==> config.mk <==
export PLATFORM = sky130hd
export DESIGN_NAME = timer_mode_and_io_control
export DESIGN_NICKNAME = d
export VERILOG_FILES = /design/src/verilog/timer_io_pkg.sv /design/src/verilog/timer_mode_and_io_control.sv
export SDC_FILE = /design/constraint.sdc
export NUM_CORES = 1
export LEC_CHECK = 0
export BUFFER_PORTS_ARGS = -buffer_cell sky130_fd_sc_hd__buf_4
export CAP_MARGIN = 0
export CORE_ASPECT_RATIO = 1.75
export CORE_MARGIN = 2
export CORE_UTILIZATION = 50
export DETAILED_ROUTE_END_ITERATION = 10
export GPL_ROUTABILITY_DRIVEN = 0
export PLACE_DENSITY = 0.84
export SLEW_MARGIN = 30
export SYNTH_ARGS = -nofsm -noshare
export SYNTH_HDL_FRONTEND = slang
export SYNTH_SLANG_ARGS = --single-unit
==> constraint.sdc <==
create_clock -name pclk -period 1.7 [get_ports pclk]
set_input_delay 0.34 -clock pclk [delete_from_list [all_inputs] [get_ports pclk]]
set_output_delay 0.34 -clock pclk [all_outputs]
set_load 0.005 [all_outputs]
==> src/verilog/timer_io_pkg.sv <==
// Purpose: shared constants and types for the timer mode and I/O control block
// Assumes: APB register access, 32-bit data, word-aligned registers
// Notes: general register index is channel * 4 + letter (A=0, B=1, C=2, D=3)
package timer_io_pkg;

  localparam int NUM_CH = 5;
  localparam int NUM_GR = 20;
  localparam int NUM_IO = 8;
  localparam int ADDR_W = 12;

  // register map
  localparam logic [11:0] MODE_BASE = 12'h000;
  localparam logic [11:0] IO_BASE = 12'h020;
  localparam logic [11:0] RUN_OFFSET = 12'h040;
  localparam logic [11:0] EFF_MODE_OFFSET = 12'h044;
  localparam logic [11:0] PIN_LEVEL_OFFSET = 12'h048;

  // mode register fields
  localparam int MODE_FIELD_LSB = 0;
  localparam int MODE_FIELD_W = 4;
  localparam int BUF_PAIR_AC_BIT = 4;
  localparam int BUF_PAIR_BD_BIT = 5;
  localparam logic [7:0] MODE_RESERVED_ONES = 8'hC0;
  localparam logic [5:0] MODE_RESET = 6'h00;
  localparam logic [7:0] IO_RESET = 8'h00;
  localparam logic [4:0] RUN_RESET = 5'h00;

  // operating mode codes
  localparam logic [3:0] CODE_NORMAL = 4'h0;
  localparam logic [3:0] CODE_PWM1 = 4'h2;
  localparam logic [3:0] CODE_PWM2 = 4'h3;
  localparam logic [3:0] CODE_PHASE1 = 4'h4;
  localparam logic [3:0] CODE_PHASE4 = 4'h7;
  localparam logic [3:0] CODE_RESET_SYNC = 4'h8;
  localparam logic [3:0] CODE_COMP_PEAK = 4'hD;
  localparam logic [3:0] CODE_COMP_BOTTOM = 4'hE;
  localparam logic [3:0] CODE_COMP_BOTH = 4'hF;

  // I/O control nibble fields
  localparam int NIB_CAPTURE_BIT = 3;
  localparam int NIB_SPECIAL_BIT = 2;
  localparam int NIB_INIT_BIT = 2;
  localparam int NIB_BOTH_EDGE_BIT = 1;
  localparam logic [1:0] ACT_HOLD = 2'h0;
  localparam logic [1:0] ACT_ZERO = 2'h1;
  localparam logic [1:0] ACT_ONE = 2'h2;
  localparam logic [1:0] ACT_TOGGLE = 2'h3;

  typedef enum logic [3:0] {
    mode_normal, mode_pwm1, mode_pwm2, mode_phase, mode_reset_sync,
    mode_comp_peak, mode_comp_bottom, mode_comp_both
  } op_mode_type;

  typedef struct packed {
    logic [NUM_GR-1:0] compare_match;
    logic [NUM_CH-1:0] counter_clear;
    logic ch1_count;
  } timer_events_type;

  typedef struct packed {
    logic [NUM_GR-1:0] level;
    logic [NUM_GR-1:0] oe;
  } pin_drive_type;

endpackage

==> src/verilog/timer_mode_and_io_control.sv <==
// Purpose: mode selection and per-register I/O control of a five-channel timer
// Assumes: counters, compare logic and buffer transfers live outside this block
// Notes: pins are synchronised by two flops before edge detection
`timescale 1ns/100ps

module timer_mode_and_io_control (
  input wire logic pclk,
  input wire logic presetn,
  input wire logic psel,
  input wire logic penable,
  input wire logic pwrite,
  input wire logic [11:0] paddr,
  input wire logic [31:0] pwdata,
  output logic [31:0] prdata,
  output logic pready,
  output logic pslverr,
  input timer_io_pkg::timer_events_type events,
  input wire logic [19:0] pin_in,
  output timer_io_pkg::pin_drive_type pin_drive,
  output logic [19:0] capture_strobe,
  output logic [4:0] counter_run,
  output logic [4:0] buffer_pair_ac,
  output logic [4:0] buffer_pair_bd,
  output logic [19:0] effective_mode
);

  logic [5:0] mode_reg [timer_io_pkg::NUM_CH];
  logic [7:0] io_reg [timer_io_pkg::NUM_IO];
  logic [4:0] run_bits;
  logic [3:0] eff_code [timer_io_pkg::NUM_CH];
  timer_io_pkg::op_mode_type eff_mode [timer_io_pkg::NUM_CH];
  logic [3:0] nib [timer_io_pkg::NUM_GR];
  logic [19:0] gr_active;
  logic [19:0] pin_sync1;
  logic [19:0] pin_sync2;
  logic [19:0] pin_prev;
  logic [19:0] pin_level;
  logic [19:0] next_level;
  logic [19:0] next_capture;
  logic [31:0] next_rdata;
  logic next_mapped;
  logic ch0_c_event;
  logic [19:0] drive_enable;
  logic [19:0] next_oe;
  logic [19:0] next_eff;
  logic [4:0] next_pair_ac;
  logic [4:0] next_pair_bd;

  // registers that exist: all of channels 0, 3 and 4, only A and B of channels 1 and 2
  localparam logic [19:0] PRESENT_GR = 20'hFF33F;

  // channels 0, 3 and 4 own registers C and D
  function automatic logic has_cd(input int ch);
    return (ch == 0) || (ch == 3) || (ch == 4);
  endfunction

  // first I/O control register of a channel
  function automatic int first_io(input int ch);
    int r;
    r = 0;
    unique case (ch)
      0: r = 0;
      1: r = 2;
      2: r = 3;
      3: r = 4;
      default: r = 6;
    endcase
    return r;
  endfunction

  // mode codes that a channel does not accept fall back to normal operation
  function automatic logic [3:0] legal_code(input int ch, input logic [3:0] c);
    logic [3:0] r;
    r = timer_io_pkg::CODE_NORMAL;
    if ((c == timer_io_pkg::CODE_PWM1)) begin
      r = c;
    end else if (c == timer_io_pkg::CODE_PWM2) begin
      if (ch < 3) begin
        r = c;
      end
    end else if ((c >= timer_io_pkg::CODE_PHASE1) && (c <= timer_io_pkg::CODE_PHASE4)) begin
      if ((ch == 1) || (ch == 2)) begin
        r = c;
      end
    end else if ((c == timer_io_pkg::CODE_RESET_SYNC) || (c == timer_io_pkg::CODE_COMP_PEAK) ||
                 (c == timer_io_pkg::CODE_COMP_BOTTOM) || (c == timer_io_pkg::CODE_COMP_BOTH)) begin
      if (ch == 3) begin
        r = c;
      end
    end
    return r;
  endfunction

  function automatic timer_io_pkg::op_mode_type to_mode(input logic [3:0] c);
    timer_io_pkg::op_mode_type m;
    m = timer_io_pkg::mode_normal;
    if (c == timer_io_pkg::CODE_PWM1) begin
      m = timer_io_pkg::mode_pwm1;
    end else if (c == timer_io_pkg::CODE_PWM2) begin
      m = timer_io_pkg::mode_pwm2;
    end else if ((c >= timer_io_pkg::CODE_PHASE1) && (c <= timer_io_pkg::CODE_PHASE4)) begin
      m = timer_io_pkg::mode_phase;
    end else if (c == timer_io_pkg::CODE_RESET_SYNC) begin
      m = timer_io_pkg::mode_reset_sync;
    end else if (c == timer_io_pkg::CODE_COMP_PEAK) begin
      m = timer_io_pkg::mode_comp_peak;
    end else if (c == timer_io_pkg::CODE_COMP_BOTTOM) begin
      m = timer_io_pkg::mode_comp_bottom;
    end else if (c == timer_io_pkg::CODE_COMP_BOTH) begin
      m = timer_io_pkg::mode_comp_both;
    end
    return m;
  endfunction

  function automatic logic slaves_ch4(input timer_io_pkg::op_mode_type m);
    return (m == timer_io_pkg::mode_reset_sync) || (m == timer_io_pkg::mode_comp_peak) ||
           (m == timer_io_pkg::mode_comp_bottom) || (m == timer_io_pkg::mode_comp_both);
  endfunction

  // word index of an address above a base, or an out-of-range marker
  function automatic int word_index(input logic [11:0] a, input logic [11:0] base, input int n);
    int r;
    r = -1;
    if ((a >= base) && (a[1:0] == 2'h0) && (int'((a - base) >> 2) < n)) begin
      r = int'((a - base) >> 2);
    end
    return r;
  endfunction

  // effective operating mode of each channel
  always_comb begin
    for (int ch = 0; ch < timer_io_pkg::NUM_CH; ch++) begin
      eff_code[ch] = legal_code(ch, mode_reg[ch][timer_io_pkg::MODE_FIELD_LSB +:
                                                 timer_io_pkg::MODE_FIELD_W]);
    end
    if (slaves_ch4(to_mode(eff_code[3]))) begin
      eff_code[4] = eff_code[3];
    end
    for (int ch = 0; ch < timer_io_pkg::NUM_CH; ch++) begin
      eff_mode[ch] = to_mode(eff_code[ch]);
    end
  end

  // per-register function nibble and activity
  always_comb begin
    for (int g = 0; g < timer_io_pkg::NUM_GR; g++) begin
      int ch;
      int letter;
      int r;
      ch = g / 4;
      letter = g % 4;
      r = first_io(ch) + letter / 2;
      nib[g] = (letter % 2 == 1) ? io_reg[r][7:4] : io_reg[r][3:0];
      gr_active[g] = (letter < 2) || has_cd(ch);
      if ((letter == 2) && mode_reg[ch][timer_io_pkg::BUF_PAIR_AC_BIT]) begin
        gr_active[g] = 1'b0;
      end
      if ((letter == 3) && mode_reg[ch][timer_io_pkg::BUF_PAIR_BD_BIT]) begin
        gr_active[g] = 1'b0;
      end
    end
  end

  // input capture sources
  always_comb begin
    for (int g = 0; g < timer_io_pkg::NUM_GR; g++) begin
      logic rise;
      logic fall;
      rise = pin_sync2[g] & ~pin_prev[g];
      fall = ~pin_sync2[g] & pin_prev[g];
      next_capture[g] = 1'b0;
      if (gr_active[g] && nib[g][timer_io_pkg::NIB_CAPTURE_BIT]) begin
        if ((g < 4) && nib[g][timer_io_pkg::NIB_SPECIAL_BIT]) begin
          next_capture[g] = events.ch1_count;
        end else if (nib[g][timer_io_pkg::NIB_BOTH_EDGE_BIT]) begin
          next_capture[g] = rise | fall;
        end else if (nib[g][0]) begin
          next_capture[g] = fall;
        end else begin
          next_capture[g] = rise;
        end
      end
    end
    ch0_c_event = gr_active[2] & ((~nib[2][timer_io_pkg::NIB_CAPTURE_BIT] &
                  events.compare_match[2]) | next_capture[2]);
    if (gr_active[5] && nib[5][timer_io_pkg::NIB_CAPTURE_BIT] &&
        nib[5][timer_io_pkg::NIB_SPECIAL_BIT]) begin
      next_capture[5] = ch0_c_event;
    end
  end

  // output compare pin levels
  always_comb begin
    for (int g = 0; g < timer_io_pkg::NUM_GR; g++) begin
      int ch;
      logic [1:0] act;
      logic init;
      ch = g / 4;
      act = nib[g][1:0];
      init = nib[g][timer_io_pkg::NIB_INIT_BIT];
      next_level[g] = pin_level[g];
      if (gr_active[g] && !nib[g][timer_io_pkg::NIB_CAPTURE_BIT] &&
          (act != timer_io_pkg::ACT_HOLD)) begin
        if (!run_bits[ch]) begin
          next_level[g] = init;
        end else if ((eff_mode[ch] == timer_io_pkg::mode_pwm2) &&
                     events.counter_clear[ch]) begin
          next_level[g] = init;
        end else if (events.compare_match[g]) begin
          unique case (act)
            timer_io_pkg::ACT_ZERO: next_level[g] = 1'b0;
            timer_io_pkg::ACT_ONE: next_level[g] = 1'b1;
            default: next_level[g] = ~pin_level[g];
          endcase
        end
      end
    end
  end

  // pin synchronisers and edge history
  always_ff @(posedge pclk or negedge presetn) begin
    if (!presetn) begin
      pin_sync1 <= 20'h00000;
      pin_sync2 <= 20'h00000;
      pin_prev <= 20'h00000;
    end else begin
      pin_sync1 <= pin_in;
      pin_sync2 <= pin_sync1;
      pin_prev <= pin_sync2;
    end
  end

  always_ff @(posedge pclk or negedge presetn) begin
    if (!presetn) begin
      pin_level <= 20'h00000;
    end else begin
      pin_level <= next_level;
    end
  end

  always_ff @(posedge pclk or negedge presetn) begin
    if (!presetn) begin
      capture_strobe <= 20'h00000;
    end else begin
      capture_strobe <= next_capture;
    end
  end

  // register read decode
  always_comb begin
    int mi;
    int ii;
    mi = word_index(paddr, timer_io_pkg::MODE_BASE, timer_io_pkg::NUM_CH);
    ii = word_index(paddr, timer_io_pkg::IO_BASE, timer_io_pkg::NUM_IO);
    next_rdata = 32'h00000000;
    next_mapped = 1'b1;
    if (mi >= 0) begin
      next_rdata[7:0] = timer_io_pkg::MODE_RESERVED_ONES | {2'h0, mode_reg[mi]};
    end else if (ii >= 0) begin
      next_rdata[7:0] = io_reg[ii];
    end else if (paddr == timer_io_pkg::RUN_OFFSET) begin
      next_rdata[4:0] = run_bits;
    end else if (paddr == timer_io_pkg::EFF_MODE_OFFSET) begin
      next_rdata[19:0] = effective_mode;
    end else if (paddr == timer_io_pkg::PIN_LEVEL_OFFSET) begin
      next_rdata[19:0] = pin_level;
    end else begin
      next_mapped = 1'b0;
    end
  end

  // read data and error are taken in the setup cycle and held for the access
  always_ff @(posedge pclk or negedge presetn) begin
    if (!presetn) begin
      prdata <= 32'h00000000;
      pslverr <= 1'b0;
    end else if (psel && !penable) begin
      prdata <= pwrite ? 32'h00000000 : next_rdata;
      pslverr <= ~next_mapped;
    end
  end

  // no wait states: every access cycle completes the transfer
  assign pready = psel & penable;

  always_ff @(posedge pclk or negedge presetn) begin
    if (!presetn) begin
      for (int ch = 0; ch < timer_io_pkg::NUM_CH; ch++) begin
        mode_reg[ch] <= timer_io_pkg::MODE_RESET;
      end
    end else if (psel && penable && pwrite) begin
      for (int ch = 0; ch < timer_io_pkg::NUM_CH; ch++) begin
        if (word_index(paddr, timer_io_pkg::MODE_BASE, timer_io_pkg::NUM_CH) == ch) begin
          mode_reg[ch] <= has_cd(ch) ? pwdata[5:0] : {2'h0, pwdata[3:0]};
        end
      end
    end
  end

  always_ff @(posedge pclk or negedge presetn) begin
    if (!presetn) begin
      for (int r = 0; r < timer_io_pkg::NUM_IO; r++) begin
        io_reg[r] <= timer_io_pkg::IO_RESET;
      end
    end else if (psel && penable && pwrite) begin
      for (int r = 0; r < timer_io_pkg::NUM_IO; r++) begin
        if (word_index(paddr, timer_io_pkg::IO_BASE, timer_io_pkg::NUM_IO) == r) begin
          io_reg[r] <= pwdata[7:0];
        end
      end
    end
  end

  always_ff @(posedge pclk or negedge presetn) begin
    if (!presetn) begin
      run_bits <= timer_io_pkg::RUN_RESET;
    end else if (psel && penable && pwrite && (paddr == timer_io_pkg::RUN_OFFSET)) begin
      run_bits <= pwdata[4:0];
    end
  end

  // next values of the status outputs
  always_comb begin
    for (int g = 0; g < timer_io_pkg::NUM_GR; g++) begin
      next_oe[g] = gr_active[g] & ~nib[g][timer_io_pkg::NIB_CAPTURE_BIT];
    end
    for (int ch = 0; ch < timer_io_pkg::NUM_CH; ch++) begin
      next_eff[ch*4 +: 4] = eff_code[ch];
      next_pair_ac[ch] = mode_reg[ch][timer_io_pkg::BUF_PAIR_AC_BIT];
      next_pair_bd[ch] = mode_reg[ch][timer_io_pkg::BUF_PAIR_BD_BIT];
    end
  end

  // status outputs are registered, so they trail a register write by one cycle
  always_ff @(posedge pclk or negedge presetn) begin
    if (!presetn) begin
      drive_enable <= PRESENT_GR;
      effective_mode <= 20'h00000;
      buffer_pair_ac <= 5'h00;
      buffer_pair_bd <= 5'h00;
    end else begin
      drive_enable <= next_oe;
      effective_mode <= next_eff;
      buffer_pair_ac <= next_pair_ac;
      buffer_pair_bd <= next_pair_bd;
    end
  end

  // pin levels and their enables travel together
  assign pin_drive = '{level: pin_level, oe: drive_enable};
  assign counter_run = run_bits;

endmodule
==> results by stage, run 1 <==
Synth:
- The main flop type after synthesis is sky130_fd_sc_hd__dfrtp_1.
- The proportion of synthesized chip area in sequential cells is 0.5298.
- In the post-synthesis netlist, the biggest area contributors are sky130_fd_sc_hd__dfrtp_1 (49%), sky130_fd_sc_hd__mux2_2 (9.2%), sky130_fd_sc_hd__ha_1 (7.2%), sky130_fd_sc_hd__mux4_2 (4.0%), sky130_fd_sc_hd__dfstp_2 (3.7%).
- The number of synthesis warnings is 0.
- The synthesized design contains 0 enable-type register cells.
- After synthesis, the netlist uses 64 different library cells.
- The cell taking the most area after synthesis is sky130_fd_sc_hd__dfrtp_1.
- The post-synthesis average cell area is 12.30 um^2.
- The most frequently used cell type in the post-synthesis netlist is sky130_fd_sc_hd__dfrtp_1.
- The number of instances in the synthesized netlist is 917.
- In this run the cell area of the synthesized design comes to 11280 um^2.
- Of the post-synthesis cell area, the dominant cell type holds 0.4926.
- After synthesis, the most frequently instantiated cells are sky130_fd_sc_hd__dfrtp_1 (222), sky130_fd_sc_hd__inv_1 (99), sky130_fd_sc_hd__mux2_2 (92).
- The proportion of synthesized flip-flops having asynchronous set or reset is 1.000.
- The synthesized design contains 238 register bits.

Worst hold path:
- The worst hold path belongs to the class in2reg.
- The worst hold path passes through 2 cells.
- The startpoint identified for the worst hold timing path is pwdata[6].
- The worst hold path terminates at io_reg[54]$_DFFE_PN0P_.

Setup path:
- The endpoint of the worst register-to-register path is prdata[1]$_DFFE_PN0P_.
- The peak fanout along the critical path is 8.
- The slowest stage of the critical path belongs to the cell sky130_fd_sc_hd__nor4_4.
- The required time of the worst setup path is 2.12 ns.
- Across all register-to-register paths, the minimum setup slack is -0.07 ns.
- The start point of the critical path is paddr[5].
- The family with the most delay on the worst path is simple AND/OR/NAND/NOR gates.
- The kind of launch point of the worst setup path is a primary input.
- The type of the setup path with the least slack is in2reg.
- On the worst path, the slowest cell contributes a delay of 0.39 ns.
- The worst register-to-register path begins at io_reg[1]$_DFFE_PN0P_.
- The combined buffer and inverter count along the critical path is 5.
- Traced cell by cell, the critical path runs through buf_8 -> inv_6 -> ha_4 -> nand2_4 -> nor4_4 -> buf_4 -> nand4_1 -> buf_6 -> nor2_4 -> buf_8 -> mux2_2.
- The critical path data arrival time is 2.28 ns.
- The kind of capture point of the worst setup path is a flip-flop.
- The most frequent cell on the critical path is sky130_fd_sc_hd__buf_8.
- The number of cells on the worst reg-to-reg path is 4.

Power:
- The worst IR drop on VDD is 0.6109 mV.
- The leakage dissipation is 7.366 nW.
- Power spread over the standard cell area amounts to 782.0 nW/um^2.

Die:
- The count of standard-cell rows is 72.
- The standard cell core area is 22160 um^2.
- The die is 202.7 um tall.
- The initial utilization of the core area, before any placement, comes to 0.5089.
- The chip width is 117.5 um.
- The floorplan die area is 23820 um^2.
- 224 I/O pins were placed.

Outcome:
- The checks that failed: setup timing.
- The flow ran to the end, but the final reports show violations.

CTS:
- The insertion delay to the later sink of the worst-skew pair is 0.53 ns.
- The buffer type at the clock tree root is sky130_fd_sc_hd__clkbuf_16.
- The clock passes through at most 3 buffers.
- Buffers inserted during clock tree synthesis total 23.
- Clock-pin slew was measured on the worst setup and hold paths at 0.06 ns.
- The clock tree from TritonCTS is done.
- CTS built an H-tree with a depth of 1.
- Clock tree synthesis found a total of 238 sinks.

Global route:
- The met1 global-route usage is 0.2971.
- The global routing usage on met3 is 0.03876.
- Entering global routing, the biggest net connects 49 pins.
- Across every metal layer, demand over resource in global routing totals 0.2698.
- The first global-routing pass estimated 50180 um of wire.
- The total congestion overflow after global routing is 0.
- The global-route layer with the greatest usage is met2.
- For this run, global-route usage on met2 was measured as 0.4743.
- The initial antenna violation count is 0.
- The via count of the first global-routing pass was 9200.

Route:
- The final route contains 8946 vias.
- For this run, design rule violations remaining after detail routing come to 0.
- The antenna violation net count after detailed routing is 0.
- In the routed layout, each cell is associated on average with a via count of 5.828.
- The routed length per placed instance is 22.31 um.
- Summed over all layers, the routed wires come to 34250 um.
- The number of detailed-route iterations in the first pass is 6.
- The detailed router finished its first iteration with 765 violations.

Timing:
- After layout, the worst setup slack is -0.1585 ns.
- Measured against its own limit, the worst slew margin works out to 0.6682.
- Setup violations remaining at the end of the flow were counted as 84.
- The setup TNS is -7.100 ns.
- Static timing analysis puts the maximum clock frequency at 538.1 MHz.
- The shortest clock period the worst path allows after layout is 1.859 ns.
- The transition time at the pin with the least slew margin is 0.4851 ns.
- The number of pins exceeding their max-slew limit in the final report is 0.
- Setup repair after global routing could not meet its margin everywhere.
- The number of failing hold endpoints at the final stage is 0.
- In the finished design, the share of the clock period the worst path needs comes to 1.093.
- The worst clock skew on the final layout is 0.01467 ns.

Flow run:
- The max-cap violation count is 0.

Cells and area:
- The share of cells above drive strength 1 is 0.4036.
- From synthesis to final layout, the design area changed by 35.16%.
- The number of fill cells in the layout is 1529.
- Once layout is complete, the utilization of the core stands at 0.6878.
- The register with the most flip-flops in the layout has 64 of them.
- The number of nets in the layout is 1383.
- The diode insertion count for antenna repair is 0.
- Registers take 5982 um^2.
- The multi-input logic area is 5200 um^2.

Placed design:
- Port buffering added 161 buffers.
- Summed over all nets, the half-perimeter wirelength after detailed placement is 23280 um.
==> how the worst max path moves through the flow <==
stage,end,slack (ns),depth (start not counted)
after CTS,io_reg[29]$_DFFE_PN0P_,-0.05,11
after global placement,io_reg[27]$_DFFE_PN0P_,-0.59,10
final,io_reg[29]$_DFFE_PN0P_,-0.16,11
after detailed placement,io_reg[17]$_DFFE_PN0P_,-0.64,10
after floorplan,io_reg[38]$_DFFE_PN0P_,-0.42,8
after global routing,io_reg[29]$_DFFE_PN0P_,-0.18,11
==> routing by layer <==
| metal | vias to the layer above | share of wire |
|---|---|---|
| met4 | 0 | 0.086 |
| li1 | 3810 | - |
| met1 | 4464 | 0.34 |
| met5 | - | 0 |
| met3 | 170 | 0.068 |
| met2 | 502 | 0.51 |
==> logic make-up (layout without fill, tap and decap cells) <==
kind of cell | count (synthesis) | count (layout) | share of synthesized area
buffers and inverters | 155 | 446 | 0.06235
other | 1 | 32 | 0.0003325
AOI/OAI and AO/OA | 154 | 154 | 0.09763
DFF | 238 | 238 | 0.5298
adders and majority gates | 65 | 65 | 0.07211
and+or+nand+nor | 179 | 179 | 0.09452
xor gates and xnor gates | 2 | 2 | 0.001553
muxes | 123 | 123 | 0.1417
==> what timing repair did <==
item,CTS,global route
setup endpoints to repair,77,99
resized for setup,28,98
pin swaps,4,30
hold buffers,17,0
endpoints found under the hold margin,54,0
buffers inserted,4,14
==> placed cells by master, fill, tap and decap left out, types with 5 or more instances in the layout <==
cell type                       count
sky130_fd_sc_hd__a211o_1            5
sky130_fd_sc_hd__a211oi_1          25
sky130_fd_sc_hd__a21oi_1           23
sky130_fd_sc_hd__a221o_1            5
sky130_fd_sc_hd__a222oi_1          10
sky130_fd_sc_hd__a22o_1             5
sky130_fd_sc_hd__and2_1             5
sky130_fd_sc_hd__buf_12            12
sky130_fd_sc_hd__buf_4            257
sky130_fd_sc_hd__buf_6             16
sky130_fd_sc_hd__clkbuf_1          12
sky130_fd_sc_hd__clkbuf_16         23
sky130_fd_sc_hd__conb_1            32
sky130_fd_sc_hd__dfrtp_1          217
sky130_fd_sc_hd__dfrtp_2            5
sky130_fd_sc_hd__dfstp_2           16
sky130_fd_sc_hd__dlygate4sd3_1     17
sky130_fd_sc_hd__ha_1              64
sky130_fd_sc_hd__inv_1             97
sky130_fd_sc_hd__mux2_2            19
sky130_fd_sc_hd__mux2_4            73
sky130_fd_sc_hd__mux2i_1            9
sky130_fd_sc_hd__mux4_2            20
sky130_fd_sc_hd__nand2_1           37
sky130_fd_sc_hd__nand2b_1          11
sky130_fd_sc_hd__nand3_1            6
sky130_fd_sc_hd__nor2_1            31
sky130_fd_sc_hd__nor2_4             8
sky130_fd_sc_hd__nor2b_1           21
sky130_fd_sc_hd__nor3_1            15
sky130_fd_sc_hd__nor4_4             6
sky130_fd_sc_hd__o2111ai_1          6
sky130_fd_sc_hd__o21ai_0           28
==> stage by stage <==
stage / setup WS (ns) / hold WS [ns] / instance area, um^2 / std cells / power, mW
after floorplan: -0.4163 / 0.04441 / 11560 / 948 / 6.322
after global placement: -0.5899 / 0.2837 / 13720 / 1460 / 6.811
after detailed placement: -0.6378 / 0.2830 / 13720 / 1460 / 6.842
after CTS: -0.04718 / 0.1315 / 14750 / 1522 / 11.88
after global routing: -0.1840 / 0.1412 / 15240 / 1535 / 12.30
final: -0.1585 / 0.1605 / 15240 / 1535 / 11.92
==> power breakdown <==
part | switching, mW | internal, mW
Combinational | 0.518 | 0.423
Clock | 2.14 | 2.95
Sequential | 0.123 | 5.77
==> layout make-up <==
class,instances,share of cell area
well taps,296,0.02430
inverters,99,0.02520
repair buffers,306,0.1693
clock buffers,38,0.04342
flip-flops and latches,238,0.3924
multi-input cells,555,0.3411
clock inverters,3,0.004268
Note: power is estimated with default switching activity, not from simulation.
==> run 2, diff against run 1 <==
- ABC_AREA: not set -> 1
==> results by stage, run 2 <==
Route:
- The antenna violation net count after detailed routing is 0 (unchanged).
- The detailed-route wire length was 34580 um (was 34250 um).
- The met2 wire length is 17290 um (was 17300 um).
- The met1 wire length is 11460 um (was 11690 um).
- The routed length per placed instance was 18.75 um (was 22.31 um).
- The routed length on met3 is 2722 um (was 2314 um).
- The number of detailed-route iterations in the first pass is 8 (was 6).
- The average via count per standard cell is 5.445 (was 5.828).
- The remaining design rule violation count came to 0 (unchanged).
- The highest routed metal layer is met4 (unchanged).
- The detailed-route via count is 10041 (was 8946).
- The DRC marker count from the first detailed-route iteration is 880 (was 765).

Synth:
- The main flop type after synthesis is sky130_fd_sc_hd__dfrtp_1 (unchanged).
- Most frequent cells after synthesis: sky130_fd_sc_hd__nand2_1 (308), sky130_fd_sc_hd__dfrtp_1 (222), sky130_fd_sc_hd__inv_1 (157) (was sky130_fd_sc_hd__dfrtp_1 (222), sky130_fd_sc_hd__inv_1 (99), sky130_fd_sc_hd__mux2_2 (92)).
- The count of flip-flops with a built-in enable after synthesis is 0 (unchanged).
- The most frequently used cell type in the post-synthesis netlist is sky130_fd_sc_hd__nand2_1 (was sky130_fd_sc_hd__dfrtp_1).
- The proportion of synthesized chip area in sequential cells is 0.5183 (was 0.5298).
- The post-synthesis average cell area is 9.151 um^2 (was 12.30 um^2).
- The number of instances in the synthesized netlist is 1260 (was 917).
- The synthesized flop and latch total is 238 (unchanged).
- The synthesized cell area is 11530 um^2 (was 11280 um^2).
- Cell types with the largest area share after synthesis: sky130_fd_sc_hd__dfrtp_1 (48%), sky130_fd_sc_hd__nand2_1 (10%), sky130_fd_sc_hd__ha_1 (7.1%), sky130_fd_sc_hd__inv_1 (5.1%), sky130_fd_sc_hd__o21ai_0 (4.6%) (was sky130_fd_sc_hd__dfrtp_1 (49%), sky130_fd_sc_hd__mux2_2 (9.2%), sky130_fd_sc_hd__ha_1 (7.2%), sky130_fd_sc_hd__mux4_2 (4.0%), sky130_fd_sc_hd__dfstp_2 (3.7%)).
- The number of synthesis warnings was 0 (unchanged).
- The area share of the largest cell type after synthesis is 0.4818 (was 0.4926).
- The proportion of synthesized flip-flops having asynchronous set or reset came to 1.000 (unchanged).
- The count of different cell masters after synthesis was 50 (was 64).
- The cell taking the most area after synthesis is sky130_fd_sc_hd__dfrtp_1 (unchanged).

Cells and area:
- The end-of-flow core utilization is 0.6442 (was 0.6878).
- The most frequent standard cell in the layout excluding fill and tap cells was sky130_fd_sc_hd__nand2_1 (was sky130_fd_sc_hd__buf_4).
- The number of flip-flops under the largest register name is 64 (unchanged).
- The synthesis-to-finish area growth came to 26.55% (was 35.16%).
- The share of cells above drive strength 1 came to 0.2642 (was 0.4036).
- The total non-filler cell area in the finished layout was 14590 um^2 (was 15240 um^2).
- The non-filler instance count after layout is 1844 (was 1535).
- The number of fill cells in the layout is 1786 (was 1529).
- The multi-input logic area was 4722 um^2 (was 5200 um^2).
- The diode insertion count for antenna repair is 0 (unchanged).
- Commonest non-fill, non-tap cells in the layout: sky130_fd_sc_hd__nand2_1 (295), sky130_fd_sc_hd__buf_4 (245), sky130_fd_sc_hd__dfrtp_1 (222) (was sky130_fd_sc_hd__buf_4 (257), sky130_fd_sc_hd__dfrtp_1 (217), sky130_fd_sc_hd__inv_1 (97)).
- The number of nets in the layout is 1688 (was 1383).
- The combined flip-flop and latch cell area is 5976 um^2 (was 5982 um^2).

Global route:
- The total global routing track utilization is 0.2869 (was 0.2698).
- The global-route wire length before repair is 54260 um (was 50180 um).
- The initial antenna violation count is 0 (unchanged).
- The total congestion overflow after global routing is 0 (unchanged).
- The largest net degree at the start of global routing is 50 (was 49).
- The via count of the first global-routing pass is 10271 (was 9200).

Worst hold path:
- The path category of the worst min-delay check is in2reg (unchanged).
- The hold path startpoint is events[24] (was pwdata[6]).

Timing:
- The setup TNS was 0 ns (was -7.100 ns).
- Unrepaired setup endpoints after global routing: no (was yes).
- The final worst setup slack came to 0.05385 ns (was -0.1585 ns).
- The minimum hold slack is 0.1632 ns (was 0.1605 ns).
- The final setup violation count is 0 (was 84).
- The worst clock skew on the final layout came to 0.01942 ns (was 0.01467 ns).
- The fmax was 607.5 MHz (was 538.1 MHz).
- The number of pins exceeding their max-slew limit in the final report was 0 (unchanged).
- The number of failing hold endpoints at the final stage is 0 (unchanged).
- The final worst-path cycle share is 0.9683 (was 1.093).
- The normalized max-slew margin is 0.5370 (was 0.6682).
- The transition time at the pin with the least slew margin is 0.6928 ns (was 0.4851 ns).
- The shortest clock period the worst path allows after layout was 1.646 ns (was 1.859 ns).

CTS:
- The maximum buffer depth of the clock tree is 3 (unchanged).
- The buffer type at the clock tree root is sky130_fd_sc_hd__clkbuf_16 (unchanged).
- The insertion delay to the later sink of the worst-skew pair is 0.53 ns (about the same).
- The total number of clock tree sinks was 238 (unchanged).
- The CTS buffer count is 22 (was 23).
- The number of H-tree branching levels is 1 (unchanged).
- The clock-pin slew on the worst setup and hold paths is 0.07 ns (was 0.06 ns).
- The clock tree from TritonCTS is done (unchanged).

Setup path:
- The peak fanout along the critical path is 3 (was 8).
- The critical path data arrival time is 2.11 ns (was 2.28 ns).
- The reg-to-reg startpoint is pin_sync2[14]$_DFF_PN0_ (was io_reg[1]$_DFFE_PN0P_).
- The required time of the worst setup path is 2.17 ns (was 2.12 ns).
- The type of the setup path with the least slack was reg2reg (was in2reg).
- The slowest library cell on the worst path is sky130_fd_sc_hd__a2111oi_1 (was sky130_fd_sc_hd__nor4_4).
- The kind of capture point of the worst setup path is a flip-flop (unchanged).
- The combined buffer and inverter count along the critical path is 2 (was 5).
- The stage delay of the slowest cell on the critical path is 0.63 ns (was 0.39 ns).
- The start point of the critical path was pin_sync2[14]$_DFF_PN0_ (was paddr[5]).
- Series of cell instances along the critical path: inv_1 -> ha_1 -> a2111oi_1 -> buf_4 (was buf_8 -> inv_6 -> ha_4 -> nand2_4 -> nor4_4 -> buf_4 -> nand4_1 -> buf_6 -> nor2_4 -> buf_8 -> mux2_2).
- The kind of launch point of the worst setup path is a flip-flop (was primary input).
- The family with the most delay on the worst path was compound AO/OA/AOI/OAI gates (was simple AND/OR/NAND/NOR gates).

Die:
- The initial core utilization was 0.5090 (was 0.5089).
- The chip width is 118.8 um (was 117.5 um).
- The height of the die is 204.9 um (was 202.7 um).
- The floorplan die area is 24340 um^2 (was 23820 um^2).
- The number of I/O pins is 224 (unchanged).
- The count of standard-cell rows is 73 (was 72).
- The standard cell core area was 22650 um^2 (was 22160 um^2).

Placed design:
- The placed instance count is 1786 (was 1460).
- The worst-case setup slack after placement is -0.4204 ns (was -0.6378 ns).
- The number of input and output port buffers inserted is 161 (unchanged).
- The HPWL after detailed placement is 25920 um (was 23280 um).
- The total cell area at the placement stage is 13660 um^2 (was 13720 um^2).

Flow run:
- The max-cap violation count came to 0 (unchanged).

Power:
- The total power after layout is 11.43 mW (was 11.92 mW).
- The worst IR drop on VDD is 0.5603 mV (was 0.6109 mV).
- The leakage dissipation was 7.402 nW (was 7.366 nW).
- The power density over the cells was 783.0 nW/um^2 (was 782.0 nW/um^2).

Outcome:
- Outcome: completed (was finished, violations left).
[run 2: cell types whose count changed after synthesis, moves of 13 or more]
| cell | previous run | this run |
|---|---|---|
| sky130_fd_sc_hd__nor2b_1 | 21 | 0 |
| sky130_fd_sc_hd__a21oi_1 | 26 | 39 |
| sky130_fd_sc_hd__mux2_2 | 92 | 2 |
| sky130_fd_sc_hd__nand2_1 | 41 | 308 |
| sky130_fd_sc_hd__inv_1 | 99 | 157 |
| sky130_fd_sc_hd__a211oi_1 | 25 | 6 |
| sky130_fd_sc_hd__o21ai_2 | 0 | 44 |
| sky130_fd_sc_hd__mux4_2 | 20 | 0 |
| sky130_fd_sc_hd__nand3_1 | 7 | 34 |
| sky130_fd_sc_hd__o21ai_0 | 34 | 106 |
| sky130_fd_sc_hd__nor2_1 | 31 | 59 |
| sky130_fd_sc_hd__o21ai_1 | 0 | 39 |
[run 2: worst paths after layout]
check	endpoint	slack [ns]	cells after the start
setup / recovery	capture_strobe[14]$_DFF_PN0_	0.05	4
hold / removal	pin_level[18]$_DFFE_PN0P_	0.16	4
setup reg to reg	capture_strobe[14]$_DFF_PN0_	0.05	4
hold reg to reg	pin_sync2[13]$_DFF_PN0_	0.35	0
max in group asynchronous	drive_enable[9]$_DFF_PN1_	0.72	3
min in group asynchronous	mode_reg[27]$_DFFE_PN0P_	0.31	2
[run 2: kinds of logic after synthesis]
group	after synthesis	share of synthesized area
and+or+nand+nor	458	0.1769
buffers and inverters	222	0.08844
AOI/OAI and AO/OA	273	0.1427
DFF	238	0.5183
other	1	0.0003252
adders and majority gates	65	0.07054
muxes	3	0.002821
[run 2: tightest hold or removal path, delay by kind of cell]
family	cells	cell delay [ns]
and+or+nand+nor	1	0.06
buffers and inverters	1	0.09
AOI/OAI and AO/OA	2	0.16
[run 2: cell type report]
class                      instances  share of cell area
clock buffer                      35             0.04382
clock inverter                     5            0.005059
inverter                         165             0.04450
multi-input combinational        831              0.3236
sequential                       238              0.4095
tap                              300             0.02572
timing repair buffer             270              0.1477
[run 2: report_power, final]
part / switching (mW) / internal, mW
Combinational: 0.421 / 0.277
Sequential: 0.0439 / 5.73
Clock: 2.19 / 2.76
Total: 2.65 / 8.77
[run 2: what timing repair did]
item	4_1_cts	5_1_grt
hold endpoints to repair	51	0
resized for setup	8	11
setup buffers	1	1
hold buffers	17	0
setup endpoints to repair	5	5
pin swaps	3	3
[run 2: layer usage]
layer / up-vias / track usage
li1: 4572 / -
met2: 570 / 0.4990
met1: 4710 / 0.3066
met4: 0 / 0.2275
met3: 189 / 0.04677
met5: - / 0
==> run 3, diff against run 2 <==
==> constraint.sdc (replaced) <==
create_clock -name pclk -period 1.7 [get_ports pclk]
set_input_delay 0.17 -clock pclk [delete_from_list [all_inputs] [get_ports pclk]]
set_output_delay 0.17 -clock pclk [all_outputs]
set_load 0.005 [all_outputs]
==> results by stage, run 3 (synthesized netlist as in run 2, its figures left out) <==
Flow run:
- The max-cap violation count came to 0 (unchanged).

Die:
- The count of standard-cell rows is 73 (unchanged).
- The number of I/O pins is 224 (unchanged).
- The standard cell core area is 22650 um^2 (unchanged).
- The chip width was 118.8 um (unchanged).
- The height of the die is 204.9 um (unchanged).
- The initial core utilization is 0.5090 (unchanged).
- The floorplan die area is 24340 um^2 (unchanged).

Cells and area:
- The number of nets in the layout is 1700 (was 1688).
- The synthesis-to-finish area growth is 27.50% (was 26.55%).
- The share of cells above drive strength 1 is 0.2629 (was 0.2642).
- Commonest non-fill, non-tap cells in the layout: sky130_fd_sc_hd__nand2_1 (306), sky130_fd_sc_hd__buf_4 (249), sky130_fd_sc_hd__dfrtp_1 (222) (was sky130_fd_sc_hd__nand2_1 (295), sky130_fd_sc_hd__buf_4 (245), sky130_fd_sc_hd__dfrtp_1 (222)).
- The diode insertion count for antenna repair is 0 (unchanged).
- The non-filler instance count after layout is 1856 (was 1844).
- The total non-filler cell area in the finished layout is 14700 um^2 (was 14590 um^2).
- The most frequent standard cell in the layout excluding fill and tap cells was sky130_fd_sc_hd__nand2_1 (unchanged).
- The number of flip-flops under the largest register name is 64 (unchanged).
- The end-of-flow core utilization came to 0.6490 (was 0.6442).

Timing:
- The minimum hold slack is -0.002653 ns (was 0.1632 ns).
- The final worst-path cycle share was 0.9591 (was 0.9683).
- The number of pins exceeding their max-slew limit in the final report is 0 (unchanged).
- The setup TNS is 0 ns (unchanged).
- The normalized max-slew margin is 0.5857 (was 0.5370).
- The fmax came to 613.3 MHz (was 607.5 MHz).
- The shortest clock period the worst path allows after layout is 1.631 ns (was 1.646 ns).
- The worst clock skew on the final layout is 0.01224 ns (was 0.01942 ns).
- The final setup violation count came to 0 (unchanged).
- The transition time at the pin with the least slew margin is 0.6207 ns (was 0.6928 ns).
- The number of failing hold endpoints at the final stage is 1 (was 0).

Setup path:
- Series of cell instances along the critical path: or2_4 -> nor2_4 -> nand2_2 -> nand2_2 -> buf_6 -> o21ai_0 -> mux2_2 (was inv_1 -> ha_1 -> a2111oi_1 -> buf_4).
- The type of the setup path with the least slack is reg2reg (unchanged).
- The slowest library cell on the worst path is sky130_fd_sc_hd__dfrtp_1 (was sky130_fd_sc_hd__a2111oi_1).
- The kind of capture point of the worst setup path is a flip-flop (unchanged).
- The family with the most delay on the worst path was simple AND/OR/NAND/NOR gates (was compound AO/OA/AOI/OAI gates).
- The required time of the worst setup path is 2.11 ns (was 2.17 ns).
- The combined buffer and inverter count along the critical path is 1 (was 2).
- The kind of launch point of the worst setup path is a flip-flop (unchanged).
- The critical path data arrival time is 2.04 ns (was 2.11 ns).
- The stage delay of the slowest cell on the critical path is 0.38 ns (was 0.63 ns).
- The cell that appears most often on the critical path is sky130_fd_sc_hd__nand2_2.
- The peak fanout along the critical path was 4 (was 3).

Power:
- The power density over the cells was 804.2 nW/um^2 (was 783.0 nW/um^2).
- The worst IR drop on VDD is 0.6343 mV (was 0.5603 mV).
- The leakage dissipation is 7.483 nW (was 7.402 nW).

Route:
- The remaining design rule violation count was 0 (unchanged).
- The detailed-route via count is 10175 (was 10041).
- The number of detailed-route iterations in the first pass is 5 (was 8).
- The detailed-route wire length is 35210 um (was 34580 um).
- The routed length per placed instance is 18.97 um (was 18.75 um).
- The antenna violation net count after detailed routing is 0 (unchanged).
- The DRC marker count from the first detailed-route iteration came to 851 (was 880).
- The average via count per standard cell came to 5.482 (was 5.445).

Global route:
- The largest net degree at the start of global routing is 60 (was 50).
- The via count of the first global-routing pass is 10422 (was 10271).
- The total global routing track utilization is 0.2919 (was 0.2869).
- The initial antenna violation count is 0 (unchanged).
- The total congestion overflow after global routing came to 0 (unchanged).
- The global-route wire length before repair came to 54810 um (was 54260 um).

Placed design:
- The number of input and output port buffers inserted is 161 (unchanged).
- The placed instance count is 1790 (was 1786).
- The total cell area at the placement stage is 13640 um^2 (was 13660 um^2).
- The HPWL after detailed placement was 25830 um (was 25920 um).

CTS:
- The maximum buffer depth of the clock tree is 3 (unchanged).
- The number of H-tree branching levels is 1 (unchanged).
- The clock-pin slew on the worst setup and hold paths is 0.07 ns (about the same).
- The CTS buffer count came to 23 (was 22).
- The buffer type at the clock tree root is sky130_fd_sc_hd__clkbuf_16 (unchanged).
- The clock tree from TritonCTS is done (unchanged).
- The total number of clock tree sinks is 238 (unchanged).
- The insertion delay to the later sink of the worst-skew pair is 0.53 ns (about the same).

Worst hold path:
- The path category of the worst min-delay check is in2reg (unchanged).

Outcome:
- The final reports fail on hold timing.
- Outcome: finished, violations left (was completed).
run 3: path summary, 6_finish.rpt:
check                                               from  depth (start not counted)  slack, ns                           end
worst min register to register    pin_sync1[0]$_DFF_PN0_                          0       0.35        pin_sync2[0]$_DFF_PN0_
min in group asynchronous                        presetn                          2       0.17  capture_strobe[13]$_DFF_PN0_
worst max-delay path            mode_reg[26]$_DFFE_PN0P_                          7       0.07      pin_level[2]$_DFFE_PN0P_
worst min-delay path                           events[7]                          3     -0.003      pin_level[1]$_DFFE_PN0P_
worst max register to register  mode_reg[26]$_DFFE_PN0P_                          7       0.07      pin_level[2]$_DFFE_PN0P_
max in group asynchronous                        presetn                          3       0.85    drive_enable[17]$_DFF_PN1_
run 3: area by class of cell:
| type | count | area [um^2] |
|---|---|---|
| fillers | 1764 | 7951 |
| well taps | 300 | 375.4 |
| repair buffers | 281 | 2266 |
| flip-flops and latches | 238 | 5976 |
| multi-input cells | 831 | 4683 |
| inverters | 165 | 619.3 |
| clock inverters | 12 | 152.6 |
| clock buffers | 29 | 628.1 |
run 3: repair_timing:
| action | CTS | global route |
|---|---|---|
| hold buffers | 23 | 0 |
| cloned | 0 | 0 |
| pin swaps | 1 | 7 |
| endpoints found under the setup margin | 4 | 27 |
| endpoints found under the hold margin | 194 | 0 |
| resized for setup | 4 | 11 |
| buffers inserted | 0 | 2 |
run 3: metrics by stage:
step / hold WS, ns / setup WS (ns) / total power [mW]
3_3_place_gp: 0.1381 / -0.2676 / 6.510
3_5_place_dp: 0.1449 / -0.2781 / 6.532
4_1_cts: 0.01018 / 0.005400 / 11.86
2_1_floorplan: -0.1256 / 0.01612 / 6.128
5_1_grt: 0.02115 / -0.01495 / 12.19
6_report: -0.002653 / 0.06945 / 11.82
run 3: worst min-delay path, cell delays in order:
cell and delay [ns]:
sky130_fd_sc_hd__buf_4 0.09, sky130_fd_sc_hd__o21ai_2 0.07, sky130_fd_sc_hd__a21oi_1 0.14
run 3: routing by layer:
metal  up-vias  track usage  part of all wire
met2       552       0.5107              0.51
met3       193      0.04983             0.073
li1       4581            -                 -
met1      4849       0.3099              0.33
met5         -            0                 0
met4         0       0.2262             0.088
run 3: power by group:
| group | switching (mW) | total [mW] | internal, mW |
|---|---|---|---|
| registers | 0.0453 | 5.78 | 5.73 |
| logic | 0.421 | 0.699 | 0.279 |
| clock network | 2.25 | 5.34 | 3.10 |
| total | 2.71 | 11.8 | 9.11 |
